**config.mk**
```make
export PLATFORM = sky130hd
export DESIGN_NAME = cmc_mode_control
export DESIGN_NICKNAME = d
export VERILOG_FILES = /design/src/verilog/cmc_pkg.sv /design/src/verilog/cmc_mode_control.sv
export SDC_FILE = /design/constraint.sdc
export NUM_CORES = 1
export LEC_CHECK = 0
export BUFFER_PORTS_ARGS = -buffer_cell sky130_fd_sc_hd__buf_2
export CAP_MARGIN = 20
export CORE_AREA = 2 2 81 83
export DETAILED_ROUTE_END_ITERATION = 7
export DIE_AREA = 0 0 83 85
export PLACE_DENSITY = 0.9
export SLEW_MARGIN = 20
export SYNTH_ARGS = -nofsm -noshare
export SYNTH_HDL_FRONTEND = slang
export SYNTH_SLANG_ARGS = --single-unit
```
**constraint.sdc**
```tcl
create_clock -name CLOCK -period 2.2 [get_ports CLOCK]
set_input_delay 0.22 -clock CLOCK [delete_from_list [all_inputs] [get_ports CLOCK]]
set_output_delay 0.22 -clock CLOCK [all_outputs]
set_load 0.1 [all_outputs]
```
**src/verilog/cmc_pkg.sv**
```systemverilog
// constants and types for the CAN mode control register block
`default_nettype none

package cmc_pkg;

  // ------------------------------------------------------------
  // register addresses
  // ------------------------------------------------------------
  localparam logic [15:0] CTRL_ADDR = 16'hff90;
  localparam logic [15:0] INFO_ADDR = 16'hff93;
  localparam logic [15:0] ERC_ADDR = 16'hff94;

  // ------------------------------------------------------------
  // reset values
  // ------------------------------------------------------------
  localparam logic [15:0] CTRL_RESET = 16'h0000;
  localparam logic [7:0] INFO_RESET = 8'h00;
  localparam logic [15:0] ERC_RESET = 16'h0000;

  // ------------------------------------------------------------
  // field positions, write view
  // ------------------------------------------------------------
  localparam int W_SET_CNT_CLR = 15;
  localparam int W_SET_RETRY = 14;
  localparam int W_SET_PS_HI = 12;
  localparam int W_SET_PS_LO = 11;
  localparam int W_SET_OP_HI = 10;
  localparam int W_SET_OP_LO = 8;
  localparam int W_CLR_CNT_CLR = 7;
  localparam int W_CLR_RETRY = 6;
  localparam int W_CLR_VALID = 5;
  localparam int W_CLR_PS_HI = 4;
  localparam int W_CLR_PS_LO = 3;
  localparam int W_CLR_OP_HI = 2;
  localparam int W_CLR_OP_LO = 0;

  // ------------------------------------------------------------
  // error counter steps and thresholds
  // ------------------------------------------------------------
  localparam logic [8:0] TEC_STEP_ERR = 9'h008;
  localparam logic [7:0] REC_STEP_ERR = 8'h08;
  localparam logic [8:0] WARN_LEVEL = 9'h060;
  localparam logic [8:0] PASSIVE_LEVEL = 9'h080;
  localparam logic [8:0] BUS_OFF_LEVEL = 9'h100;
  localparam logic [7:0] REC_MAX = 8'hff;

  // ------------------------------------------------------------
  // mode encodings
  // ------------------------------------------------------------
  typedef enum logic [2:0] {
    OP_INIT = 3'h0,
    OP_NORMAL = 3'h1,
    OP_NORMAL_BLOCK = 3'h2,
    OP_RX_ONLY = 3'h3,
    OP_SINGLE_SHOT = 3'h4,
    OP_SELF_TEST = 3'h5
  } cmc_op_t;

  localparam logic [2:0] OP_LAST = 3'h5;

  typedef enum logic [1:0] {
    PS_NONE = 2'h0,
    PS_SLEEP = 2'h1,
    PS_BAD = 2'h2,
    PS_STOP = 2'h3
  } cmc_ps_t;

endpackage

`default_nettype wire

```
**src/verilog/cmc_mode_control.sv**
```systemverilog
// CAN module mode control register with activity flags and error counters
`default_nettype none

// Function
// - 16-bit mode control register at FF90H, reset zero, software read/write.
// - mode bits: set=1 clear=0 sets, set=0 clear=1 clears, else unchanged.
// - counter-clear bit set only when bits 15 and 7 both written one.
// - writing one at bit 5 clears valid-frame flag; zero leaves it.
// - receive activity set by receive start-of-frame or arbitration loss.
// - receive activity cleared by recessive second gap bit or init at first.
// - transmit activity set by transmit start-of-frame or first error-flag bit.
// - transmit activity cleared by bus-off, arbitration loss, recessive second gap bit, init entry.
// - counter-clear bit one clears error counter and information registers.
// - counter-clear accepted only in init, including the write leaving init.
// - counter-clear bit drops to zero by itself after clearing.
// - counter-clear bit read-only in sleep or stop.
// - arbitration-loss retry bit only matters in single-shot mode.
// - valid-frame flag set by any valid received frame.
// - receive-only mode never drives an acknowledge bit.
// - power-save codes: 00 none, 01 sleep, 11 stop, 10 refused.
// - stop mode entered and left only through sleep mode.
// - sleep request pending until cancelled or bus idle; read shows actual.
// - operation codes 000 to 101 as listed; others refused.
// - operation field read-only in sleep or stop.
// - separate error counter register holds transmit and receive counts.

module cmc_mode_control (
  // clock and reset
  input wire logic CLOCK,
  input wire logic RESET,
  // register port
  input wire logic [15:0] REG_ADDR,
  input wire logic [15:0] REG_WDATA,
  input wire logic REG_WRITE,
  input wire logic REG_READ,
  output logic [15:0] REG_RDATA,
  // frame events from the protocol engine
  input wire logic RX_SOF,
  input wire logic TX_SOF,
  input wire logic ARB_LOST,
  input wire logic TX_ERROR_FLAG_FIRST,
  input wire logic IFS_FIRST_BIT,
  input wire logic IFS_SECOND_RECESSIVE,
  input wire logic VALID_FRAME,
  input wire logic BUS_IDLE,
  // error counting events
  input wire logic TX_ERROR,
  input wire logic TX_SUCCESS,
  input wire logic RX_ERROR,
  input wire logic RX_ERROR_SEVERE,
  input wire logic RX_SUCCESS,
  // mode outputs
  output logic [2:0] OPERATION_MODE,
  output logic [1:0] POWER_SAVE,
  output logic SLEEP_PENDING,
  output logic RETRY_ON_ARB_LOSS,
  output logic ACK_PERMIT,
  output logic BUS_OFF
);

  // ------------------------------------------------------------
  // set/clear pair update
  // ------------------------------------------------------------
  function automatic logic [2:0] pair_update(input logic [2:0] cur, input logic [2:0] s,
                                             input logic [2:0] c);
    logic [2:0] r;
    r = cur;
    for (int i = 0; i < 3; i++) begin
      if (s[i] && !c[i]) begin
        r[i] = 1'b1;
      end else if (!s[i] && c[i]) begin
        r[i] = 1'b0;
      end
    end
    return r;
  endfunction

  // ------------------------------------------------------------
  // state
  // ------------------------------------------------------------
  cmc_pkg::cmc_op_t op_mode;
  cmc_pkg::cmc_ps_t ps_mode;
  logic init_pending;
  logic sleep_pending;
  logic error_counter_clear_bit;
  logic retry_on_lost_arbitration;
  logic valid;
  logic receive_activity_flag;
  logic transmit_activity_flag;
  logic [8:0] tec;
  logic [7:0] rec;

  // ------------------------------------------------------------
  // write decode
  // ------------------------------------------------------------
  logic ctrl_wr;
  logic in_power_save;
  logic busy;
  logic [2:0] op_target;
  logic [2:0] ps_wide;
  logic [1:0] ps_target;
  logic op_wr_ok;
  logic leave_req;
  logic init_req;
  logic init_enter;
  logic init_at_gap;
  logic cnt_clr_set;
  logic clear_counters;

  assign ctrl_wr = REG_WRITE && (REG_ADDR == cmc_pkg::CTRL_ADDR);
  assign in_power_save = (ps_mode != cmc_pkg::PS_NONE);
  assign busy = receive_activity_flag || transmit_activity_flag;

  // bit 13 is not part of any pair and is never looked at
  assign op_target = pair_update(op_mode,
                                 REG_WDATA[cmc_pkg::W_SET_OP_HI:cmc_pkg::W_SET_OP_LO],
                                 REG_WDATA[cmc_pkg::W_CLR_OP_HI:cmc_pkg::W_CLR_OP_LO]);
  assign ps_wide = pair_update({1'b0, ps_mode},
                               {1'b0, REG_WDATA[cmc_pkg::W_SET_PS_HI:cmc_pkg::W_SET_PS_LO]},
                               {1'b0, REG_WDATA[cmc_pkg::W_CLR_PS_HI:cmc_pkg::W_CLR_PS_LO]});
  assign ps_target = ps_wide[1:0];

  // operation field frozen in power save, prohibited codes refused
  assign op_wr_ok = ctrl_wr && !in_power_save && (op_target <= cmc_pkg::OP_LAST);
  assign leave_req = op_wr_ok && (op_target != 3'h0);
  assign init_req = op_wr_ok && (op_target == 3'h0) && (op_mode != cmc_pkg::OP_INIT);

  // init taken at once when idle, else at the first gap bit
  assign init_enter = (init_pending || init_req) && !leave_req && (IFS_FIRST_BIT || !busy);
  assign init_at_gap = init_enter && IFS_FIRST_BIT && !in_power_save;

  // ------------------------------------------------------------
  // operation mode
  // ------------------------------------------------------------
  always_ff @(posedge CLOCK or posedge RESET) begin
    if (RESET) begin
      op_mode <= cmc_pkg::OP_INIT;
      init_pending <= 1'b0;
    end else if (leave_req) begin
      op_mode <= cmc_pkg::cmc_op_t'(op_target);
      init_pending <= 1'b0;
    end else if (init_enter && !in_power_save) begin
      op_mode <= cmc_pkg::OP_INIT;
      init_pending <= 1'b0;
    end else if (init_req) begin
      init_pending <= 1'b1;
    end
  end

  // ------------------------------------------------------------
  // power save
  // ------------------------------------------------------------
  always_ff @(posedge CLOCK or posedge RESET) begin
    if (RESET) begin
      ps_mode <= cmc_pkg::PS_NONE;
      sleep_pending <= 1'b0;
    end else if (ctrl_wr && (ps_target != 2'h2)) begin
      case (ps_mode)
        cmc_pkg::PS_NONE: begin
          // sleep waits for an idle bus, stop cannot be reached from here
          if (ps_target == 2'h1) begin
            if (BUS_IDLE) begin
              ps_mode <= cmc_pkg::PS_SLEEP;
              sleep_pending <= 1'b0;
            end else begin
              sleep_pending <= 1'b1;
            end
          end else if (ps_target == 2'h0) begin
            sleep_pending <= 1'b0;
          end
        end
        cmc_pkg::PS_SLEEP: begin
          if (ps_target == 2'h0) begin
            ps_mode <= cmc_pkg::PS_NONE;
          end else if (ps_target == 2'h3) begin
            ps_mode <= cmc_pkg::PS_STOP;
          end
        end
        cmc_pkg::PS_STOP: begin
          if (ps_target == 2'h1) begin
            ps_mode <= cmc_pkg::PS_SLEEP;
          end
        end
        default: begin
          ps_mode <= cmc_pkg::PS_NONE;
        end
      endcase
    end else if (sleep_pending && BUS_IDLE) begin
      ps_mode <= cmc_pkg::PS_SLEEP;
      sleep_pending <= 1'b0;
    end
  end

  // ------------------------------------------------------------
  // error counter clear bit
  // ------------------------------------------------------------
  // op_mode is still init during the write that leaves init
  assign cnt_clr_set = ctrl_wr && REG_WDATA[cmc_pkg::W_SET_CNT_CLR] &&
                       REG_WDATA[cmc_pkg::W_CLR_CNT_CLR] && !in_power_save &&
                       (op_mode == cmc_pkg::OP_INIT);
  assign clear_counters = error_counter_clear_bit;

  always_ff @(posedge CLOCK or posedge RESET) begin
    if (RESET) begin
      error_counter_clear_bit <= 1'b0;
    end else if (cnt_clr_set) begin
      error_counter_clear_bit <= 1'b1;
    end else if (clear_counters) begin
      error_counter_clear_bit <= 1'b0;
    end
  end

  // ------------------------------------------------------------
  // arbitration loss retry bit
  // ------------------------------------------------------------
  always_ff @(posedge CLOCK or posedge RESET) begin
    if (RESET) begin
      retry_on_lost_arbitration <= 1'b0;
    end else if (ctrl_wr) begin
      if (REG_WDATA[cmc_pkg::W_SET_RETRY] && !REG_WDATA[cmc_pkg::W_CLR_RETRY]) begin
        retry_on_lost_arbitration <= 1'b1;
      end else if (!REG_WDATA[cmc_pkg::W_SET_RETRY] && REG_WDATA[cmc_pkg::W_CLR_RETRY]) begin
        retry_on_lost_arbitration <= 1'b0;
      end
    end
  end

  // ------------------------------------------------------------
  // valid frame flag
  // ------------------------------------------------------------
  always_ff @(posedge CLOCK or posedge RESET) begin
    if (RESET) begin
      valid <= 1'b0;
    end else if (VALID_FRAME) begin
      valid <= 1'b1;
    end else if (ctrl_wr && REG_WDATA[cmc_pkg::W_CLR_VALID]) begin
      valid <= 1'b0;
    end
  end

  // ------------------------------------------------------------
  // error counters
  // ------------------------------------------------------------
  logic [8:0] next_tec;
  logic [7:0] next_rec;
  logic bus_off;
  logic enter_bus_off;

  assign bus_off = (tec >= cmc_pkg::BUS_OFF_LEVEL);

  always_comb begin
    next_tec = tec;
    if (TX_ERROR && !bus_off) begin
      next_tec = tec + cmc_pkg::TEC_STEP_ERR;
    end else if (TX_SUCCESS && (tec != 9'h000) && !bus_off) begin
      next_tec = tec - 9'h001;
    end
  end

  always_comb begin
    next_rec = rec;
    if (RX_ERROR_SEVERE) begin
      if (rec > (cmc_pkg::REC_MAX - cmc_pkg::REC_STEP_ERR)) begin
        next_rec = cmc_pkg::REC_MAX;
      end else begin
        next_rec = rec + cmc_pkg::REC_STEP_ERR;
      end
    end else if (RX_ERROR) begin
      if (rec != cmc_pkg::REC_MAX) begin
        next_rec = rec + 8'h01;
      end
    end else if (RX_SUCCESS && (rec != 8'h00)) begin
      next_rec = rec - 8'h01;
    end
  end

  assign enter_bus_off = !bus_off && (next_tec >= cmc_pkg::BUS_OFF_LEVEL);

  always_ff @(posedge CLOCK or posedge RESET) begin
    if (RESET) begin
      tec <= 9'h000;
      rec <= 8'h00;
    end else if (clear_counters) begin
      tec <= 9'h000;
      rec <= 8'h00;
    end else begin
      tec <= next_tec;
      rec <= next_rec;
    end
  end

  // ------------------------------------------------------------
  // activity flags
  // ------------------------------------------------------------
  always_ff @(posedge CLOCK or posedge RESET) begin
    if (RESET) begin
      receive_activity_flag <= 1'b0;
    end else if (RX_SOF || ARB_LOST) begin
      receive_activity_flag <= 1'b1;
    end else if (IFS_SECOND_RECESSIVE || init_at_gap) begin
      receive_activity_flag <= 1'b0;
    end
  end

  always_ff @(posedge CLOCK or posedge RESET) begin
    if (RESET) begin
      transmit_activity_flag <= 1'b0;
    end else if (TX_SOF || TX_ERROR_FLAG_FIRST) begin
      transmit_activity_flag <= 1'b1;
    end else if (enter_bus_off || ARB_LOST || IFS_SECOND_RECESSIVE || init_at_gap) begin
      transmit_activity_flag <= 1'b0;
    end
  end

  // ------------------------------------------------------------
  // register views
  // ------------------------------------------------------------
  logic [15:0] ctrl_view;
  logic [7:0] info_view;
  logic [15:0] erc_view;
  logic [1:0] tec_state;
  logic [1:0] rec_state;

  always_comb begin
    if (tec >= cmc_pkg::PASSIVE_LEVEL) begin
      tec_state = 2'h3;
    end else if (tec >= cmc_pkg::WARN_LEVEL) begin
      tec_state = 2'h1;
    end else begin
      tec_state = 2'h0;
    end
  end

  always_comb begin
    if ({1'b0, rec} >= cmc_pkg::PASSIVE_LEVEL) begin
      rec_state = 2'h3;
    end else if ({1'b0, rec} >= cmc_pkg::WARN_LEVEL) begin
      rec_state = 2'h1;
    end else begin
      rec_state = 2'h0;
    end
  end

  assign ctrl_view = {6'h00, receive_activity_flag, transmit_activity_flag,
                      error_counter_clear_bit, retry_on_lost_arbitration, valid, ps_mode, op_mode};
  assign info_view = {3'h0, bus_off, tec_state, rec_state};
  assign erc_view = {rec_state[1], rec[6:0], tec[7:0]};

  // ------------------------------------------------------------
  // read port
  // ------------------------------------------------------------
  always_ff @(posedge CLOCK or posedge RESET) begin
    if (RESET) begin
      REG_RDATA <= 16'h0000;
    end else if (REG_READ) begin
      if (REG_ADDR == cmc_pkg::CTRL_ADDR) begin
        REG_RDATA <= ctrl_view;
      end else if (REG_ADDR == cmc_pkg::INFO_ADDR) begin
        REG_RDATA <= {8'h00, info_view};
      end else if (REG_ADDR == cmc_pkg::ERC_ADDR) begin
        REG_RDATA <= erc_view;
      end else begin
        REG_RDATA <= 16'h0000;
      end
    end else begin
      REG_RDATA <= 16'h0000;
    end
  end

  // ------------------------------------------------------------
  // mode outputs
  // ------------------------------------------------------------
  always_ff @(posedge CLOCK or posedge RESET) begin
    if (RESET) begin
      OPERATION_MODE <= 3'h0;
      POWER_SAVE <= 2'h0;
      SLEEP_PENDING <= 1'b0;
      BUS_OFF <= 1'b0;
      RETRY_ON_ARB_LOSS <= 1'b1;
      ACK_PERMIT <= 1'b0;
    end else begin
      OPERATION_MODE <= op_mode;
      POWER_SAVE <= ps_mode;
      SLEEP_PENDING <= sleep_pending;
      BUS_OFF <= bus_off;
      RETRY_ON_ARB_LOSS <= (op_mode != cmc_pkg::OP_SINGLE_SHOT) ||
                           retry_on_lost_arbitration;
      // acknowledge only in a live mode other than receive-only
      ACK_PERMIT <= (op_mode != cmc_pkg::OP_INIT) && (op_mode != cmc_pkg::OP_RX_ONLY) &&
                    !in_power_save;
    end
  end

endmodule

`default_nettype wire

```
Yosys cells after proc, flatten, opt, wreduce, memory -nomap -nowiden
Cells that the tools add are included.

Register bits after elaboration: 54. Logic and storage cells: 188.

Add/subtract/negate cells: 5. Magnitude comparators: 8. Eq/ne operators: 18. Multiplexer cells: 55. Reduce and logical (&&, ||, !) cells: 84.

Operators by type and width (number): 16-bit two-way mux (4); 16-bit == test (second input constant) (3); 8-bit two-way mux (6); 1-bit logical AND (37); 1-bit two-way mux (30); 9-bit two-way mux (3); 9-bit >= comparator (second input constant) (2); 2-bit two-way mux (9); 1-bit zero test (16); 2-bit nonzero test (7); 3-bit inequality test (second input constant) (4); 1-bit logical OR (10); 9-bit by 4-bit adder with 9-bit output (second input constant) (1); 9-bit by 7-bit >= comparator with 1-bit output (second input constant) (1); 9-bit by 8-bit >= comparator with 1-bit output (second input constant) (1); 3-bit nonzero test (3); 9-bit nonzero test (1); 9-bit by 1-bit subtractor with 9-bit output (second input constant) (1); 8-bit by 1-bit adder with 8-bit output (second input constant) (1); 8-bit by 4-bit adder with 8-bit output (second input constant) (1); 8-bit by 7-bit >= comparator with 1-bit output (second input constant) (1); 8-bit >= comparator (second input constant) (1); 8-bit > comparator (second input constant) (1); 8-bit inequality test (second input constant) (1); 19 further kinds (25).

Longest topological paths before layout
Word-level depth: 16. Gate-level depth with buffers: 8. Depth with buffers taken out: 8.

Worst setup path after synthesis
Ideal clock, no wire load.

Path kind: register to register. From: register rec[3]. To: register rec[7]. Library setup time: 0.096 ns. Arrival time: 1.851 ns. Required time: 2.104 ns. Slack: 0.253 ns. Stages on the path, launching flop included: 8. Period minus slack after synthesis: 1.947 ns. Path through: dfrtp_1 -> ha_1 -> nand3_1 -> o221ai_2 -> o41ai_4 -> xnor2_1 -> or3_1 -> a311oi_2.

Word-level cells in the longest chain between the ends: 5. Elaborated cells between the ends (all ways): 16. Those cells by class: add/sub: 3; order compare: 1; eq/ne: 2; mux: 6; reduce/logical: 4.

RTL lines: start: declaration (line cmc_mode_control.sv:91) `logic [7:0] rec;`; start signal: assignment (line cmc_mode_control.sv:288) `rec <= next_rec;`; 8-bit by 1-bit subtractor with 8-bit output or 8-bit by 1-bit adder with 8-bit output (tied branches) (line cmc_mode_control.sv:273, cmc_mode_control.sv:270); 8-bit two-way mux, on equally long branches (line cmc_mode_control.sv:272, cmc_mode_control.sv:269); 8-bit two-way mux (line cmc_mode_control.sv:268) `end else if (RX_ERROR) begin`; 8-bit two-way mux (line cmc_mode_control.sv:262) `if (RX_ERROR_SEVERE) begin`; 8-bit two-way mux (line cmc_mode_control.sv:283) `end else if (clear_counters) begin`.

Parallel ways exist; a longest one is shown, timed or not. The select of a mux whose other input is x is not followed. A chain may end at the register's enable or synchronous reset.

Worst setup path after layout
From: register rec[3]. To: register rec[1].

Word-level cells in the longest chain between the ends: 4. Elaborated cells between the ends (all ways): 10. Those cells by class: order compare: 1; eq/ne: 2; mux: 3; reduce/logical: 4.

RTL lines (line): 8-bit > comparator or 8-bit nonzero test (tied branches) (cmc_mode_control.sv:263, cmc_mode_control.sv:272); 8-bit two-way mux or 1-bit logical AND (tied branches) (cmc_mode_control.sv:263, cmc_mode_control.sv:272); 8-bit two-way mux or 4-bit nonzero test (tied branches); 8-bit two-way mux or 2-bit AND reduction (tied branches).

Parallel ways exist; a longest one is shown, timed or not.

==> impl_results.md <==
- Status: complete, no violations
- Fin Hold WS: between 0.05 and 0.06 ns
- Max stage delay on crit path: just under 0.5 ns
- Clock transition at path regs: 0.10 ns
- Peak supply drop: 594 uV
- Worst Setup Start Kind: register
- Boundary pin count: 74
- Tmin final: 2.10 ns
- Top cell family by delay on the critical path: simple AND/OR/NAND/NOR gates
- Top_reg_cell synth: dfrtp_1
- Post-route clock period utilization: 95.4%
- Worst-skew pair later-pin latency: 0.31 ns
- Fin. Hold Viols: 0
- Most frequent cell after synthesis: dfrtp_1
- Post-CTS Resized: 0
- Routability cong.: 0.891
- Clk buf depth: 2
- Routed vias/inst: 6.10
- Die Wd: just over 80 um
- Top cell type's share of synthesized area: about two fifths
- # diodes: 0
- CTS Hold Bufs: 0
- WS Path Type: reg -> reg
- Global Route Usage Sum: 23.0%
- Initial drt markers: 255
- Total Power: ~2.9 mW
- CTS sink cnt: 54
- Worst path bufs/invs: 1
- DRC viols: 0
- Die area: 0.00706 sq mm
- Hold crit path type: in -> async
- Fmax: approximately 480 MHz
- Row count: 29
- H-tree levels: 2
- Worst-path cell chain: buf_4, or4_1, o21ai_1, o21ai_2, and2_1, a211oi_1
- Nets@finish: a little under 500
- Synthesized area: 0.00332 sq mm
- Flops & latches, synth: 54
- Final Skew: 0.00996 ns
- Max_cap viols: 0
- Die Span Y: 85 um
- Yosys cell types: 74
- Initial antenna violation count: 0
- Slew Limit Fails: 0
- Total vias in the final route: 3060
- Syn_area_per_cell: 9.59 sq um
- HPWL after DPL: 6030 um
- Req. time, crit path: 2.40 ns
- PD cells: ~750 mW/mm^2
- First-pass detailed-route iteration total: 5
- Ys async rst share: 100%
- Slowest CP cell: or4_1
- First-pass GRT wire length: 13400 um
- Synth Instances: 346
- Total congestion overflow: 0
- DRT antenna net count: 0
- Vias in the first global route: ~2900
- Static leakage: 1.89 nW
- Synth area leaders: dfrtp_1 (40%), ha_1 (6.8%), nor2_1 (3.5%)
- Layout cells sized above 1: 27.3%
- Layout Area Growth over Synthesis: 18.7%
- Number of port buffers: 72
- EDFF count, synth: 0
- Slew HR: 57.4%
- Crit path capture type: register
- Critical path arrival: 2.30 ns
- RSZ-0062 raised after global routing: false
- Crit Path Max Fanout: 9
- Area leader, netlist: dfrtp_1
- Gr busiest metal: met2
- Met1 usage: 28.9%
- Cts bufs inserted: 5
- Setup TNS: 0 ns
- Synth top cells by count: dfrtp_1 (53), nor2_1 (31), inv_1 (23)
- Seq/Total Area, Yosys: 40.7%
- Core ar.: 0.00620 sq mm
- Setup Fix Bufs, Post-CTS: 0
- Clock Tree Root: clkbuf_8
- Final setup fails: 0
- Drt wl/cell: about 16 um
- Syn. warnings: 0
- M2 GR Usage: 40.0%
- Net count after synthesis: between 400 and 500
- Worst slew pin tran: 0.638 ns
- CTS tree: built
- Grt met3 use: 4.77%
- Final wirelength: approximately 8000 um
- Largest net degree at the start of global routing: 55
- Initial Utilization: 53.5%
[power by group]
part           switching, mW  internal, mW
clock network          0.340         0.347
logic                  0.595         0.487
registers              0.102          1.07
[worst min-delay path, cell delays in order]
cell and delay, ns:
buf_2 0.10, inv_2 0.04, buf_4 0.51
[cell families (layout without fill, tap and decap cells)]
| kind of cell | Yosys count | in the layout | synth area share, % |
|---|---|---|---|
| compound gates | 79 | 79 | 17.9 |
| xor+xnor | 13 | 13 | 3.43 |
| fa+ha+maj | 21 | 21 | 7.99 |
| buf+inv | 34 | 113 | 4.03 |
| flops | 54 | 54 | 40.7 |
| mux | 6 | 6 | 1.96 |
| simple gates | 139 | 139 | 24.0 |
[flip-flops by register name (all words and copies together), names as in the netlist, 2 cells and up]
register        flops
OPERATION_MODE      3
POWER_SAVE          2
REG_RDATA          16
op_mode             3
ps_mode             2
rec                 8
tec                 9
[metrics by stage]
step	instances	instance area [sq um]	worst slack [ns]	util [%]
4_1_cts	502	3920	0.0424	63.2
3_5_place_dp	494	3800	-0.0113	61.3
5_1_grt	502	3940	0.00296	63.5
3_3_place_gp	494	3800	0.0725	61.3
2_1_floorplan	346	3320	0.253	-
6_report	502	3940	0.101	63.5
[final timing paths]
path | start | to | slack [ns] | depth (start not counted)
setup / recovery | rec[3]$_DFFE_PP0P_ | rec[1]$_DFFE_PP0P_ | 0.10 | 6
hold / removal | RESET | REG_RDATA[9]$_DFF_PP0_ | 0.06 | 3
setup reg to reg | rec[3]$_DFFE_PP0P_ | rec[1]$_DFFE_PP0P_ | 0.10 | 6
hold reg to reg | sleep_pending$_DFFE_PP0P_ | SLEEP_PENDING$_DFF_PP0_ | 0.45 | 0
max in group asynchronous | RESET | rec[4]$_DFFE_PP0P_ | 1.70 | 3
min in group CLOCK | VALID_FRAME | valid$_DFFE_PP0P_ | 0.09 | 2
[cells in the final DEF (no fill, tap or decap), drive strengths merged, types with 6 or more instances in the layout]
| master | instances |
|---|---|
| buf | 82 |
| dfrtp | 53 |
| nor2 | 32 |
| inv | 24 |
| nand2 | 21 |
| ha | 18 |
| nor2b | 17 |
| o21ai | 17 |
| and3 | 12 |
| a21oi | 12 |
| nand3 | 9 |
| nand4 | 9 |
| xnor2 | 8 |
| nor3 | 7 |
| and2 | 7 |
| a22oi | 6 |
[final cells by class]
cell class,count,area (sq um)
Fill cell,470,2270
Multi-Input combinational cell,258,1850
Sequential cell,54,1350
Timing Repair Buffer,82,435
Tap cell,77,96.3
Inverter,23,86.3
Clock buffer,5,68.8
Clock inverter,3,48.8
[routing by layer]
layer / vias to the layer above / wire (um)
met5: - / 0
met4: 0 / 165
met3: 24 / 597
met2: 164 / 4000
met1: 1459 / 3280
li1: 1413 / -
Note: power is estimated with default switching activity, not from simulation.
